`src/rtl/ucm_map.svh`:
```
`ifndef UCM_MAP_SVH
`define UCM_MAP_SVH

// ****************************************************************
// register offsets
// ****************************************************************
`define UCM_OFF_CMD 9'h000
`define UCM_OFF_CFG 9'h004
`define UCM_OFF_IER 9'h008
`define UCM_OFF_IDR 9'h00C
`define UCM_OFF_IMR 9'h010
`define UCM_OFF_CSR 9'h014
`define UCM_OFF_RHR 9'h018
`define UCM_OFF_THR 9'h01C
`define UCM_OFF_BRG 9'h020
`define UCM_OFF_RTO 9'h024
`define UCM_OFF_TTG 9'h028
`define UCM_OFF_FIDI 9'h040
`define UCM_OFF_NER 9'h044
`define UCM_OFF_IF 9'h04C
`define UCM_OFF_EVCLR 9'h050

// ****************************************************************
// command bit positions
// ****************************************************************
`define UCM_CMD_RX_RST 2
`define UCM_CMD_TX_RST 3
`define UCM_CMD_RX_ON 4
`define UCM_CMD_RX_OFF 5
`define UCM_CMD_TX_ON 6
`define UCM_CMD_TX_OFF 7
`define UCM_CMD_STA_CLR 8
`define UCM_CMD_BRK_GO 9
`define UCM_CMD_BRK_END 10
`define UCM_CMD_TO_START 11
`define UCM_CMD_ADDR 12
`define UCM_CMD_IT_CLR 13
`define UCM_CMD_NEGACK_FLAG_CLR 14
`define UCM_CMD_TO_REARM 15
`define UCM_CMD_DTR_ON 16
`define UCM_CMD_DTR_OFF 17
`define UCM_CMD_RTS_ON 18
`define UCM_CMD_RTS_OFF 19

// ****************************************************************
// line configuration field positions
// ****************************************************************
`define UCM_CFG_MODE_LO 0
`define UCM_CFG_CLKS_LO 4
`define UCM_CFG_CHAR_LENGTH_FIELD_LO 6
`define UCM_CFG_PAR_LO 9
`define UCM_CFG_MODE9 17
`define UCM_CFG_OVER 19

// ****************************************************************
// status bit positions
// ****************************************************************
`define UCM_ST_RXRDY 0
`define UCM_ST_TXRDY 1
`define UCM_ST_BREAK_RECEIVED_FLAG 2
`define UCM_ST_OVERRUN_ERROR_FLAG 5
`define UCM_ST_FRAME 6
`define UCM_ST_PARITY_ERROR_FLAG 7
`define UCM_ST_TIMEOUT 8
`define UCM_ST_TXEMPTY 9
`define UCM_ST_ITER 10
`define UCM_ST_NEGACK_FLAG 13
`define UCM_ST_MASK 32'h000027E7

// ****************************************************************
// reset values and timing counts
// ****************************************************************
`define UCM_RST_FIDI 11'h174
`define UCM_RST_ZERO 32'h00000000
`define UCM_RST_PIN 1'b1
`define UCM_PRE_DIV 3'h7
`define UCM_MARK_BITS 4'hC
`define UCM_OS16_LAST 4'hF
`define UCM_OS8_LAST 4'h7
`define UCM_BASE_BITS 4'h5
`define UCM_NINE_BITS 4'h9
`define UCM_FRAME_XTRA 4'h2

`endif

```
`src/rtl/ucm_pkg.sv`:
```
package ucm_pkg;

    typedef enum logic [1:0] {
        UCM_BRK_IDLE = 2'b00,
        UCM_BRK_WAIT = 2'b01,
        UCM_BRK_LOW = 2'b10,
        UCM_BRK_MARK = 2'b11
    } ucm_brk_e;

    typedef enum logic [3:0] {
        UCM_MODE_NORMAL = 4'b0000,
        UCM_MODE_RS485 = 4'b0001,
        UCM_MODE_HANDSHAKE = 4'b0010,
        UCM_MODE_MODEM = 4'b0011,
        UCM_MODE_CARD_T0 = 4'b0100,
        UCM_MODE_CARD_T1 = 4'b0110,
        UCM_MODE_INFRARED = 4'b1000
    } ucm_mode_e;

    typedef enum logic [1:0] {
        UCM_CLK_MASTER = 2'b00,
        UCM_CLK_DIVIDED = 2'b01,
        UCM_CLK_EXTERNAL = 2'b11
    } ucm_clk_e;

    typedef struct packed {
        logic sck_s1;
        logic sck_s2;
        logic sck_s3;
        logic [31:0] cfg;
        logic [15:0] cd;
        logic [15:0] rto;
        logic [7:0] ttg;
        logic [10:0] fidi;
        logic [7:0] irf;
        logic [31:0] imr;
        logic [31:0] sts;
        logic [8:0] rhr;
        logic [7:0] ner;
        logic addr_pend;
        logic rx_on;
        logic tx_on;
        logic dtr_b;
        logic rts_b;
        logic rts_pin;
        logic rx_rst;
        logic tx_rst;
        logic to_start;
        logic to_rearm;
        logic thr_valid;
        logic [8:0] thr_data;
        logic thr_addr;
        ucm_brk_e brk;
        logic brk_stop;
        logic [3:0] brk_cnt;
        logic [2:0] pre_cnt;
        logic [15:0] cd_cnt;
        logic [3:0] os_cnt;
        logic bit_tick;
        ucm_mode_e op_mode;
        ucm_clk_e clk_src;
        logic [3:0] data_bits;
        logic [31:0] rdata;
        logic irq;
    } ucm_state_s;

endpackage

```
`src/rtl/ucm_ctrl.sv`:
```
// The address-and-strobe port was decided locally.
`timescale 1ns/1ps
`include "ucm_map.svh"

module ucm_ctrl (
    input wire logic ref_clk,
    input wire logic rst_b,
    input wire logic [8:0] reg_addr,
    input wire logic [31:0] reg_wdata,
    input wire logic reg_wr,
    input wire logic reg_rd,
    output logic [31:0] reg_rdata,
    input wire logic sck_pin,
    input wire logic ev_rx_char,
    input wire logic [8:0] ev_rx_data,
    input wire logic ev_parity_err,
    input wire logic ev_frame_err,
    input wire logic ev_overrun,
    input wire logic ev_rx_break,
    input wire logic ev_timeout,
    input wire logic ev_iteration,
    input wire logic ev_negack_flag,
    input wire logic tx_ready_lvl,
    input wire logic tx_empty_lvl,
    output logic rx_enabled,
    output logic tx_enabled,
    output logic rx_reset,
    output logic tx_reset,
    output logic idle_timer_start,
    output logic idle_timer_rearm,
    output logic [15:0] idle_limit,
    output logic [7:0] gap_length,
    output logic [10:0] clock_ratio,
    output logic [7:0] ir_filter,
    output logic tx_char_valid,
    output logic [8:0] tx_char_data,
    output logic tx_char_addr,
    output logic line_break,
    output logic line_mark,
    output logic bit_tick,
    output ucm_pkg::ucm_mode_e op_mode,
    output ucm_pkg::ucm_clk_e clk_src,
    output logic [3:0] data_bits,
    output logic [31:0] line_cfg,
    output logic dtr_b,
    output logic rts_b,
    output logic irq
);
    import ucm_pkg::*;

    ucm_state_s st;
    ucm_state_s next_st;

    // ************************************************************
    // decode helpers
    // ************************************************************

    // address match
    function automatic logic hit(input logic [8:0] a,
                                 input logic [8:0] off);
        hit = (a == off);
    endfunction

    // parity field 11x selects multidrop
    function automatic logic multidrop(input logic [31:0] cfg);
        multidrop = (cfg[`UCM_CFG_PAR_LO+2] &&
                     cfg[`UCM_CFG_PAR_LO+1]);
    endfunction

    // smart-card protocol modes
    function automatic logic smart_card(input ucm_mode_e m);
        smart_card = (m == UCM_MODE_CARD_T0) ||
                     (m == UCM_MODE_CARD_T1);
    endfunction

    // reserved mode codes fall back to normal
    function automatic ucm_mode_e mode_of(input logic [3:0] c);
        case (c)
            4'h0: mode_of = UCM_MODE_NORMAL;
            4'h1: mode_of = UCM_MODE_RS485;
            4'h2: mode_of = UCM_MODE_HANDSHAKE;
            4'h3: mode_of = UCM_MODE_MODEM;
            4'h4: mode_of = UCM_MODE_CARD_T0;
            4'h6: mode_of = UCM_MODE_CARD_T1;
            4'h8: mode_of = UCM_MODE_INFRARED;
            default: mode_of = UCM_MODE_NORMAL;
        endcase
    endfunction

    // reserved clock code falls back to the master clock
    function automatic ucm_clk_e clk_of(input logic [1:0] c);
        case (c)
            2'h1: clk_of = UCM_CLK_DIVIDED;
            2'h3: clk_of = UCM_CLK_EXTERNAL;
            default: clk_of = UCM_CLK_MASTER;
        endcase
    endfunction

    // ************************************************************
    // next state
    // ************************************************************

    // next state
    always_comb begin
        logic wr_cmd;
        logic [31:0] cmd;
        logic [31:0] clr;
        logic [31:0] set;
        logic src_tick;
        logic [3:0] os_last;
        logic [3:0] char_bits;

        next_st = st;
        wr_cmd = reg_wr && hit(reg_addr, `UCM_OFF_CMD);
        cmd = wr_cmd ? reg_wdata : `UCM_RST_ZERO;
        clr = `UCM_RST_ZERO;
        set = `UCM_RST_ZERO;
        src_tick = 1'b0;
        os_last = `UCM_OS16_LAST;
        char_bits = st.data_bits + `UCM_FRAME_XTRA;

        // external clock passes two flops, third for edge
        next_st.sck_s1 = sck_pin;
        next_st.sck_s2 = st.sck_s1;
        next_st.sck_s3 = st.sck_s2;

        // one-cycle pulses default low
        next_st.rx_rst = cmd[`UCM_CMD_RX_RST];
        next_st.tx_rst = cmd[`UCM_CMD_TX_RST];
        next_st.to_start = cmd[`UCM_CMD_TO_START];
        next_st.to_rearm = cmd[`UCM_CMD_TO_REARM];
        next_st.thr_valid = 1'b0;
        next_st.bit_tick = 1'b0;

        // enables, disable wins
        if (cmd[`UCM_CMD_RX_OFF]) begin
            next_st.rx_on = 1'b0;
        end else if (cmd[`UCM_CMD_RX_ON]) begin
            next_st.rx_on = 1'b1;
        end
        if (cmd[`UCM_CMD_TX_OFF]) begin
            next_st.tx_on = 1'b0;
        end else if (cmd[`UCM_CMD_TX_ON]) begin
            next_st.tx_on = 1'b1;
        end

        // modem control pins, deassert dominates
        if (cmd[`UCM_CMD_DTR_OFF]) begin
            next_st.dtr_b = 1'b1;
        end else if (cmd[`UCM_CMD_DTR_ON]) begin
            next_st.dtr_b = 1'b0;
        end
        if (cmd[`UCM_CMD_RTS_OFF]) begin
            next_st.rts_b = 1'b1;
        end else if (cmd[`UCM_CMD_RTS_ON]) begin
            next_st.rts_b = 1'b0;
        end
        // line driver control follows transmitter in RS485
        if (st.op_mode == UCM_MODE_RS485) begin
            next_st.rts_pin = ~tx_empty_lvl;
        end else begin
            next_st.rts_pin = next_st.rts_b;
        end

        // status clears
        if (cmd[`UCM_CMD_STA_CLR]) begin
            clr[`UCM_ST_PARITY_ERROR_FLAG] = 1'b1;
            clr[`UCM_ST_FRAME] = 1'b1;
            clr[`UCM_ST_OVERRUN_ERROR_FLAG] = 1'b1;
            clr[`UCM_ST_BREAK_RECEIVED_FLAG] = 1'b1;
        end
        clr[`UCM_ST_TIMEOUT] = cmd[`UCM_CMD_TO_START];
        clr[`UCM_ST_ITER] = cmd[`UCM_CMD_IT_CLR] &&
                            smart_card(st.op_mode);
        clr[`UCM_ST_NEGACK_FLAG] = cmd[`UCM_CMD_NEGACK_FLAG_CLR];
        if (reg_wr && hit(reg_addr, `UCM_OFF_EVCLR)) begin
            clr = clr | reg_wdata;
        end
        if (reg_rd && hit(reg_addr, `UCM_OFF_RHR)) begin
            clr[`UCM_ST_RXRDY] = 1'b1;
        end

        // events set sticky bits; set beats clear
        set[`UCM_ST_RXRDY] = ev_rx_char;
        set[`UCM_ST_BREAK_RECEIVED_FLAG] = ev_rx_break;
        set[`UCM_ST_OVERRUN_ERROR_FLAG] = ev_overrun;
        set[`UCM_ST_FRAME] = ev_frame_err;
        set[`UCM_ST_PARITY_ERROR_FLAG] = ev_parity_err;
        set[`UCM_ST_TIMEOUT] = ev_timeout;
        set[`UCM_ST_ITER] = ev_iteration;
        set[`UCM_ST_NEGACK_FLAG] = ev_negack_flag;
        next_st.sts = ((st.sts & ~clr) | set) & `UCM_ST_MASK;
        next_st.sts[`UCM_ST_TXRDY] = tx_ready_lvl;
        next_st.sts[`UCM_ST_TXEMPTY] = tx_empty_lvl;
        if (ev_rx_char) begin
            next_st.rhr = ev_rx_data;
        end
        if (ev_parity_err && (st.ner != 8'hFF)) begin
            next_st.ner = st.ner + 8'h01;
        end

        // multidrop address mark
        if (cmd[`UCM_CMD_ADDR] && multidrop(st.cfg)) begin
            next_st.addr_pend = 1'b1;
        end
        if (reg_wr && hit(reg_addr, `UCM_OFF_THR)) begin
            next_st.thr_valid = 1'b1;
            next_st.thr_data = reg_wdata[8:0];
            next_st.thr_addr = st.addr_pend;
            next_st.addr_pend = 1'b0;
        end
        if (cmd[`UCM_CMD_TX_RST]) begin
            next_st.addr_pend = 1'b0;
        end

        // register writes
        if (reg_wr) begin
            case (reg_addr)
                `UCM_OFF_CFG: next_st.cfg = reg_wdata;
                `UCM_OFF_IER: next_st.imr = st.imr |
                    (reg_wdata & `UCM_ST_MASK);
                `UCM_OFF_IDR: next_st.imr = st.imr & ~reg_wdata;
                `UCM_OFF_BRG: next_st.cd = reg_wdata[15:0];
                `UCM_OFF_RTO: next_st.rto = reg_wdata[15:0];
                `UCM_OFF_TTG: next_st.ttg = reg_wdata[7:0];
                `UCM_OFF_FIDI: next_st.fidi = reg_wdata[10:0];
                `UCM_OFF_IF: next_st.irf = reg_wdata[7:0];
                default: next_st.cd = st.cd;
            endcase
        end

        // decoded configuration fields
        next_st.op_mode = mode_of(next_st.cfg[3:0]);
        next_st.clk_src = clk_of(next_st.cfg[5:4]);
        if (next_st.cfg[`UCM_CFG_MODE9]) begin
            next_st.data_bits = `UCM_NINE_BITS;
        end else begin
            next_st.data_bits = `UCM_BASE_BITS +
                {2'b00, next_st.cfg[7:6]};
        end

        // source tick from the selected clock
        next_st.pre_cnt = st.pre_cnt + 3'h1;
        case (st.clk_src)
            UCM_CLK_MASTER: src_tick = 1'b1;
            UCM_CLK_DIVIDED: src_tick =
                (st.pre_cnt == `UCM_PRE_DIV);
            UCM_CLK_EXTERNAL: src_tick =
                st.sck_s2 && !st.sck_s3;
            default: src_tick = 1'b1;
        endcase

        // rate and oversampling divide
        if (st.cfg[`UCM_CFG_OVER]) begin
            os_last = `UCM_OS8_LAST;
        end
        if (src_tick && (st.cd != 16'h0000)) begin
            if (st.cd_cnt >= st.cd - 16'h0001) begin
                next_st.cd_cnt = 16'h0000;
                if (st.os_cnt >= os_last) begin
                    next_st.os_cnt = 4'h0;
                    next_st.bit_tick = 1'b1;
                end else begin
                    next_st.os_cnt = st.os_cnt + 4'h1;
                end
            end else begin
                next_st.cd_cnt = st.cd_cnt + 16'h0001;
            end
        end

        // break sequencing on the transmit line
        if (cmd[`UCM_CMD_BRK_END] && (st.brk == UCM_BRK_LOW)) begin
            next_st.brk_stop = 1'b1;
        end
        case (st.brk)
            UCM_BRK_IDLE: begin
                if (cmd[`UCM_CMD_BRK_GO]) begin
                    next_st.brk = UCM_BRK_WAIT;
                end
            end
            UCM_BRK_WAIT: begin
                if (tx_empty_lvl) begin
                    next_st.brk = UCM_BRK_LOW;
                    next_st.brk_cnt = 4'h0;
                    next_st.brk_stop = 1'b0;
                end
            end
            UCM_BRK_LOW: begin
                if (st.bit_tick && (st.brk_cnt < char_bits)) begin
                    next_st.brk_cnt = st.brk_cnt + 4'h1;
                end
                if (next_st.brk_stop && (st.brk_cnt >= char_bits)) begin
                    next_st.brk = UCM_BRK_MARK;
                    next_st.brk_cnt = 4'h0;
                    next_st.brk_stop = 1'b0;
                end
            end
            UCM_BRK_MARK: begin
                if (st.bit_tick) begin
                    next_st.brk_cnt = st.brk_cnt + 4'h1;
                    if (st.brk_cnt == `UCM_MARK_BITS - 4'h1) begin
                        next_st.brk = UCM_BRK_IDLE;
                    end
                end
            end
            default: next_st.brk = UCM_BRK_IDLE;
        endcase
        if (cmd[`UCM_CMD_TX_RST]) begin
            next_st.brk = UCM_BRK_IDLE;
            next_st.brk_stop = 1'b0;
        end

        // read data for one cycle
        next_st.rdata = `UCM_RST_ZERO;
        if (reg_rd) begin
            case (reg_addr)
                `UCM_OFF_CFG: next_st.rdata = st.cfg;
                `UCM_OFF_IMR: next_st.rdata = st.imr;
                `UCM_OFF_CSR: next_st.rdata = st.sts;
                `UCM_OFF_RHR: next_st.rdata = {23'h0, st.rhr};
                `UCM_OFF_BRG: next_st.rdata = {16'h0, st.cd};
                `UCM_OFF_RTO: next_st.rdata = {16'h0, st.rto};
                `UCM_OFF_TTG: next_st.rdata = {24'h0, st.ttg};
                `UCM_OFF_FIDI: next_st.rdata = {21'h0, st.fidi};
                `UCM_OFF_NER: next_st.rdata = {24'h0, st.ner};
                `UCM_OFF_IF: next_st.rdata = {24'h0, st.irf};
                `UCM_OFF_EVCLR: next_st.rdata = st.sts;
                default: next_st.rdata = `UCM_RST_ZERO;
            endcase
        end
        if (reg_rd && hit(reg_addr, `UCM_OFF_NER)) begin
            next_st.ner = 8'h00;
        end

        // level interrupt from unmasked status
        next_st.irq = |(next_st.sts & st.imr);
    end

    // ************************************************************
    // state register
    // ************************************************************

    // state register
    always_ff @(posedge ref_clk or negedge rst_b) begin
        if (!rst_b) begin
            st <= '0;
            st.fidi <= `UCM_RST_FIDI;
            st.dtr_b <= `UCM_RST_PIN;
            st.rts_b <= `UCM_RST_PIN;
            st.rts_pin <= `UCM_RST_PIN;
            st.brk <= UCM_BRK_IDLE;
            st.op_mode <= UCM_MODE_NORMAL;
            st.clk_src <= UCM_CLK_MASTER;
            st.data_bits <= `UCM_BASE_BITS;
        end else begin
            st <= next_st;
        end
    end

    // ************************************************************
    // outputs
    // ************************************************************

    // outputs from state fields
    assign reg_rdata = st.rdata;
    assign rx_enabled = st.rx_on;
    assign tx_enabled = st.tx_on;
    assign rx_reset = st.rx_rst;
    assign tx_reset = st.tx_rst;
    assign idle_timer_start = st.to_start;
    assign idle_timer_rearm = st.to_rearm;
    assign idle_limit = st.rto;
    assign gap_length = st.ttg;
    assign clock_ratio = st.fidi;
    assign ir_filter = st.irf;
    assign tx_char_valid = st.thr_valid;
    assign tx_char_data = st.thr_data;
    assign tx_char_addr = st.thr_addr;
    assign line_break = (st.brk == UCM_BRK_LOW);
    assign line_mark = (st.brk == UCM_BRK_MARK);
    assign bit_tick = st.bit_tick;
    assign op_mode = st.op_mode;
    assign clk_src = st.clk_src;
    assign data_bits = st.data_bits;
    assign line_cfg = st.cfg;
    assign dtr_b = st.dtr_b;
    assign rts_b = st.rts_pin;
    assign irq = st.irq;

endmodule

```
`config.mk`:
```
export PLATFORM = sky130hd
export DESIGN_NAME = ucm_ctrl
export DESIGN_NICKNAME = d
export VERILOG_FILES = /design/src/rtl/ucm_pkg.sv /design/src/rtl/ucm_ctrl.sv
export VERILOG_INCLUDE_DIRS = /design/src /design/src/rtl
export SDC_FILE = /design/constraint.sdc
export NUM_CORES = 1
export LEC_CHECK = 0
export BUFFER_PORTS_ARGS = -buffer_cell sky130_fd_sc_hd__buf_2
export CAP_MARGIN = 30
export CORE_MARGIN = 4
export CORE_UTILIZATION = 30
export CTS_CLUSTER_SIZE = 25
export DETAILED_ROUTE_END_ITERATION = 8
export MAX_ROUTING_LAYER = met4
export PLACE_DENSITY = 0.55
export SYNTH_ARGS = -nofsm -noshare
export SYNTH_HDL_FRONTEND = slang
export SYNTH_SLANG_ARGS = --single-unit
```
`constraint.sdc`:
```
create_clock -name ref_clk -period 6.74 [get_ports ref_clk]
set_clock_uncertainty 0.15 [all_clocks]
set_input_delay 0.337 -clock ref_clk [delete_from_list [all_inputs] [get_ports ref_clk]]
set_output_delay 0.337 -clock ref_clk [all_outputs]
set_load 0.005 [all_outputs]
```
==> results.toml <==
[setup_path]
cp_max_fo = 14
crit_path_cell_trace = "nor4_1, nand2_1, nor4_1, xnor2_1, ha_1, nand4_1, nor3_1, a2111oi_0, nor3b_1, buf_4, nor2_1, mux2_2"
critPathMaxStageDelay_ns = 0.70
worstPathArrival_ns = 4.75
required_ns = 7.04
reg2regPathDepth = 12
reg2reg_to = "st[44]"
path_common_cell = "nor4_1"
path_class = "reg -> reg"
timing.rr.start = "st[224]"
rrSetupSlack_ns = 2.29
critical_path.startpoint_type = "register"
slowest_stage = "nor4_1"
endpoint_kind = "register"

[detailed_routing]
drc = 0
wl_per_cell_um = 21.37
wirelength_um = 37210
firstDrtPassIters = 5
antenna_left = 0
drt_iter0_drc = 651
vias = 8798
avgViaCountPerCell = 5.053

[timing]
setup_viol = 0
setup_tns_ns = 0
rsz0062_at_grt = "no"
final-max-slew-violation-count = 0
period_needed_ns = 4.453
max_clock_freq_mhz = 224.6
worst_pin_slew_ns = 0.9997
max_slew_margin = 0.3307
finalHoldViolations = 0
finalCritPeriodShare = 0.6607

[min_path]
hold_depth = 2
min_path_type = "in -> reg"
hp-start = "reg_wdata[4]"

[synthesis]
synth_edf_count = 0
synthArstFlopShare = 1.000
ys_types = 68
yosysSeqAreaShare = 0.5067
synth_cells = 1073
ys_warn_count = 0
synth_flop_cell = "dfrtp_1"
ys_ff_latch = 248
syn_area_um2 = 12270
syn_avg_cell_area_um2 = 11.44
synth_fp_nets = 1173

[global_routing]
overflow = 0
grt_util_all_layers = 0.1687
grt_most_used_layer = "met2"
use_met2 = 0.2693
antenna_found_initial = 1
met1_usage = 0.2273
grt_max_degree = 129
grt_pass1_vias = 8991
grt_pass1_wl_um = 56490
met3_usage = 0.02783

[cts]
post-cts-setup-buffer-count = 0
clk_latency_ns = 0.56
cts_tree = "yes"
cts.clk_slew.worst_paths_ns = 0.06
cts.path.max_buffers = 3
numClockSinks = 248
cts_root_buf = "clkbuf_16"
htreeDepth = 1
cts_buffers = 29
ctsResizeCount = 0

[power_and_ir_drop]
pwr_density_cell_nw_per_um2 = 256.0
p_total_mw = 3.702
leakage_nw = 7.018
irDropWorstVdd_v = 0.0001803

[layout]
fin_nets = 1292
area_growth_pct = 17.83
drive_above_1_share = 0.3374
final_cells = 1741
stdcell_area_um2 = 14460

[floorplanning]
io_pins = 205
chipWidth_um = 210.3
num_rows = 73
initial_core_util = 0.3061
die_h_um = 210.3
coreArea_um2 = 40100
dieArea_um2 = 44210

[flow_run]
maxCapViolations = 0

[placement]
postPlaceCellArea_um2 = 12960
place.gp.congestion = 0.8830
numPlacedInstances = 1637
numPortBuffers = 204
hpwl_um = 26060

[status]
status = "complete, no violations"
[cell usage in the layout, fill, tap and decap left out, types with 8 or more instances in the layout]
cell type      count
dfrtp_1          238
buf_2            203
mux2_2           112
nor2_1            69
dlygate4sd3_1     49
nand2_1           47
ha_1              35
a21oi_1           32
clkbuf_16         29
a22oi_1           25
xnor2_1           24
a31oi_1           22
nand3_1           22
a21boi_0          22
inv_1             21
a222oi_1          16
nor3_1            14
xor2_1            12
mux2i_1           11
a221oi_1          11
a22o_1            11
nand4_1           10
dfstp_2           10
buf_4             10
o21ai_0            9
nand2b_1           8
and2_1             8
a21o_1             8
clkbuf_8           8
[routing by layer]
| metal | vias up | part of all wire |
|---|---|---|
| met3 | 46 | 0.054 |
| met5 | - | 0 |
| li1 | 4003 | - |
| met1 | 4473 | 0.45 |
| met2 | 276 | 0.47 |
| met4 | 0 | 0.022 |
[how the worst max path moves through the flow]
stage	cells past startpoint	start	endpoint
floorplan	13	st[222]	st[50]
global placement	12	st[224]	st[44]
detailed placement	12	st[224]	st[44]
CTS	12	st[224]	st[44]
global route	12	st[224]	st[44]
finish	12	st[224]	st[44]
[through the flow]
step	worst slack, ns	hold WS (ns)	utilization
after floorplan	3.349	-0.1086	-
after global placement	2.411	0.1934	0.3230
after detailed placement	2.318	0.1935	0.3233
after CTS	2.306	0.001489	0.3606
after global routing	1.871	0.02899	0.3606
final	2.287	0.01226	0.3606
[cell usage after synthesis, types with 4 or more instances]
library cell  count  area, um^2
a21boi_0         22       165.2
o21ai_0           9       45.04
a22o_1           11       96.34
nor3_1           16       80.08
dfstp_2          10       262.8
mux2i_1          11       110.1
nand2b_1          8       50.05
or2_2             6       37.54
a41oi_1           4       35.03
nor4b_1           4       35.03
a21oi_1          32       160.2
and2_1            8       50.05
buf_4           127       953.4
buf_2            12       60.06
mux2_2          112        1261
a22oi_1          25       187.7
clkbuf_1         36       135.1
dfrtp_1         238        5956
a222oi_1         16       160.2
a21o_1            8       60.06
a221oi_1         11       96.34
nor2b_1           5       31.28
nor3b_1           5       37.54
o31ai_1           4       30.03
nor4_1            7       43.79
xor2_1           12       105.1
inv_1            21       78.83
and4_1            5       43.79
ha_1             35       437.9
o2bb2ai_1         4       35.03
nand2_1          47       176.4
nor2_1           72       270.3
nand3_1          22       110.1
a31oi_1          22       137.6
nand4_1          10       62.56
xnor2_1          24       210.2
[report_power, final]
group / internal [mW] / switching [mW]
Sequential: 1.56 / 0.0785
Combinational: 0.188 / 0.245
Clock: 0.992 / 0.639
[cell type report]
cell class,instances,area [um^2]
repair buffers,265,1632
flip-flops and latches,248,6218
multi-input cells,627,4870
well taps,525,656.9
diodes,1,2.502
clock buffers,42,854.6
inverters,21,78.83
fillers,3966,25640
clock inverters,12,147.6
[critical path, delay by kind of cell (launching register included)]
family	cells	cell delay, ns
mux	1	0.41
compound gates	1	0.10
simple gates	7	2.62
xor+xnor	1	0.11
buf+inv	1	0.19
flops	1	0.45
fa+ha+maj	1	0.30
[timing repair]
action                                  CTS  global route
hold endpoints to repair                203             0
hold buffers                             49             0
endpoints found under the setup margin    0             0
[kinds of logic after synthesis]
kind of cell / Yosys count / share of synthesized area
adder cells (fa/ha/maj): 35 / 0.03569
multiplexers: 123 / 0.1117
XOR/XNOR: 36 / 0.02569
AO/OA/AOI/OAI: 194 / 0.1163
buffers and inverters: 198 / 0.1012
AND/OR/NAND/NOR: 239 / 0.1026
flip-flops: 248 / 0.5067
No activity file was read; power rests on OpenSTA's default activity.
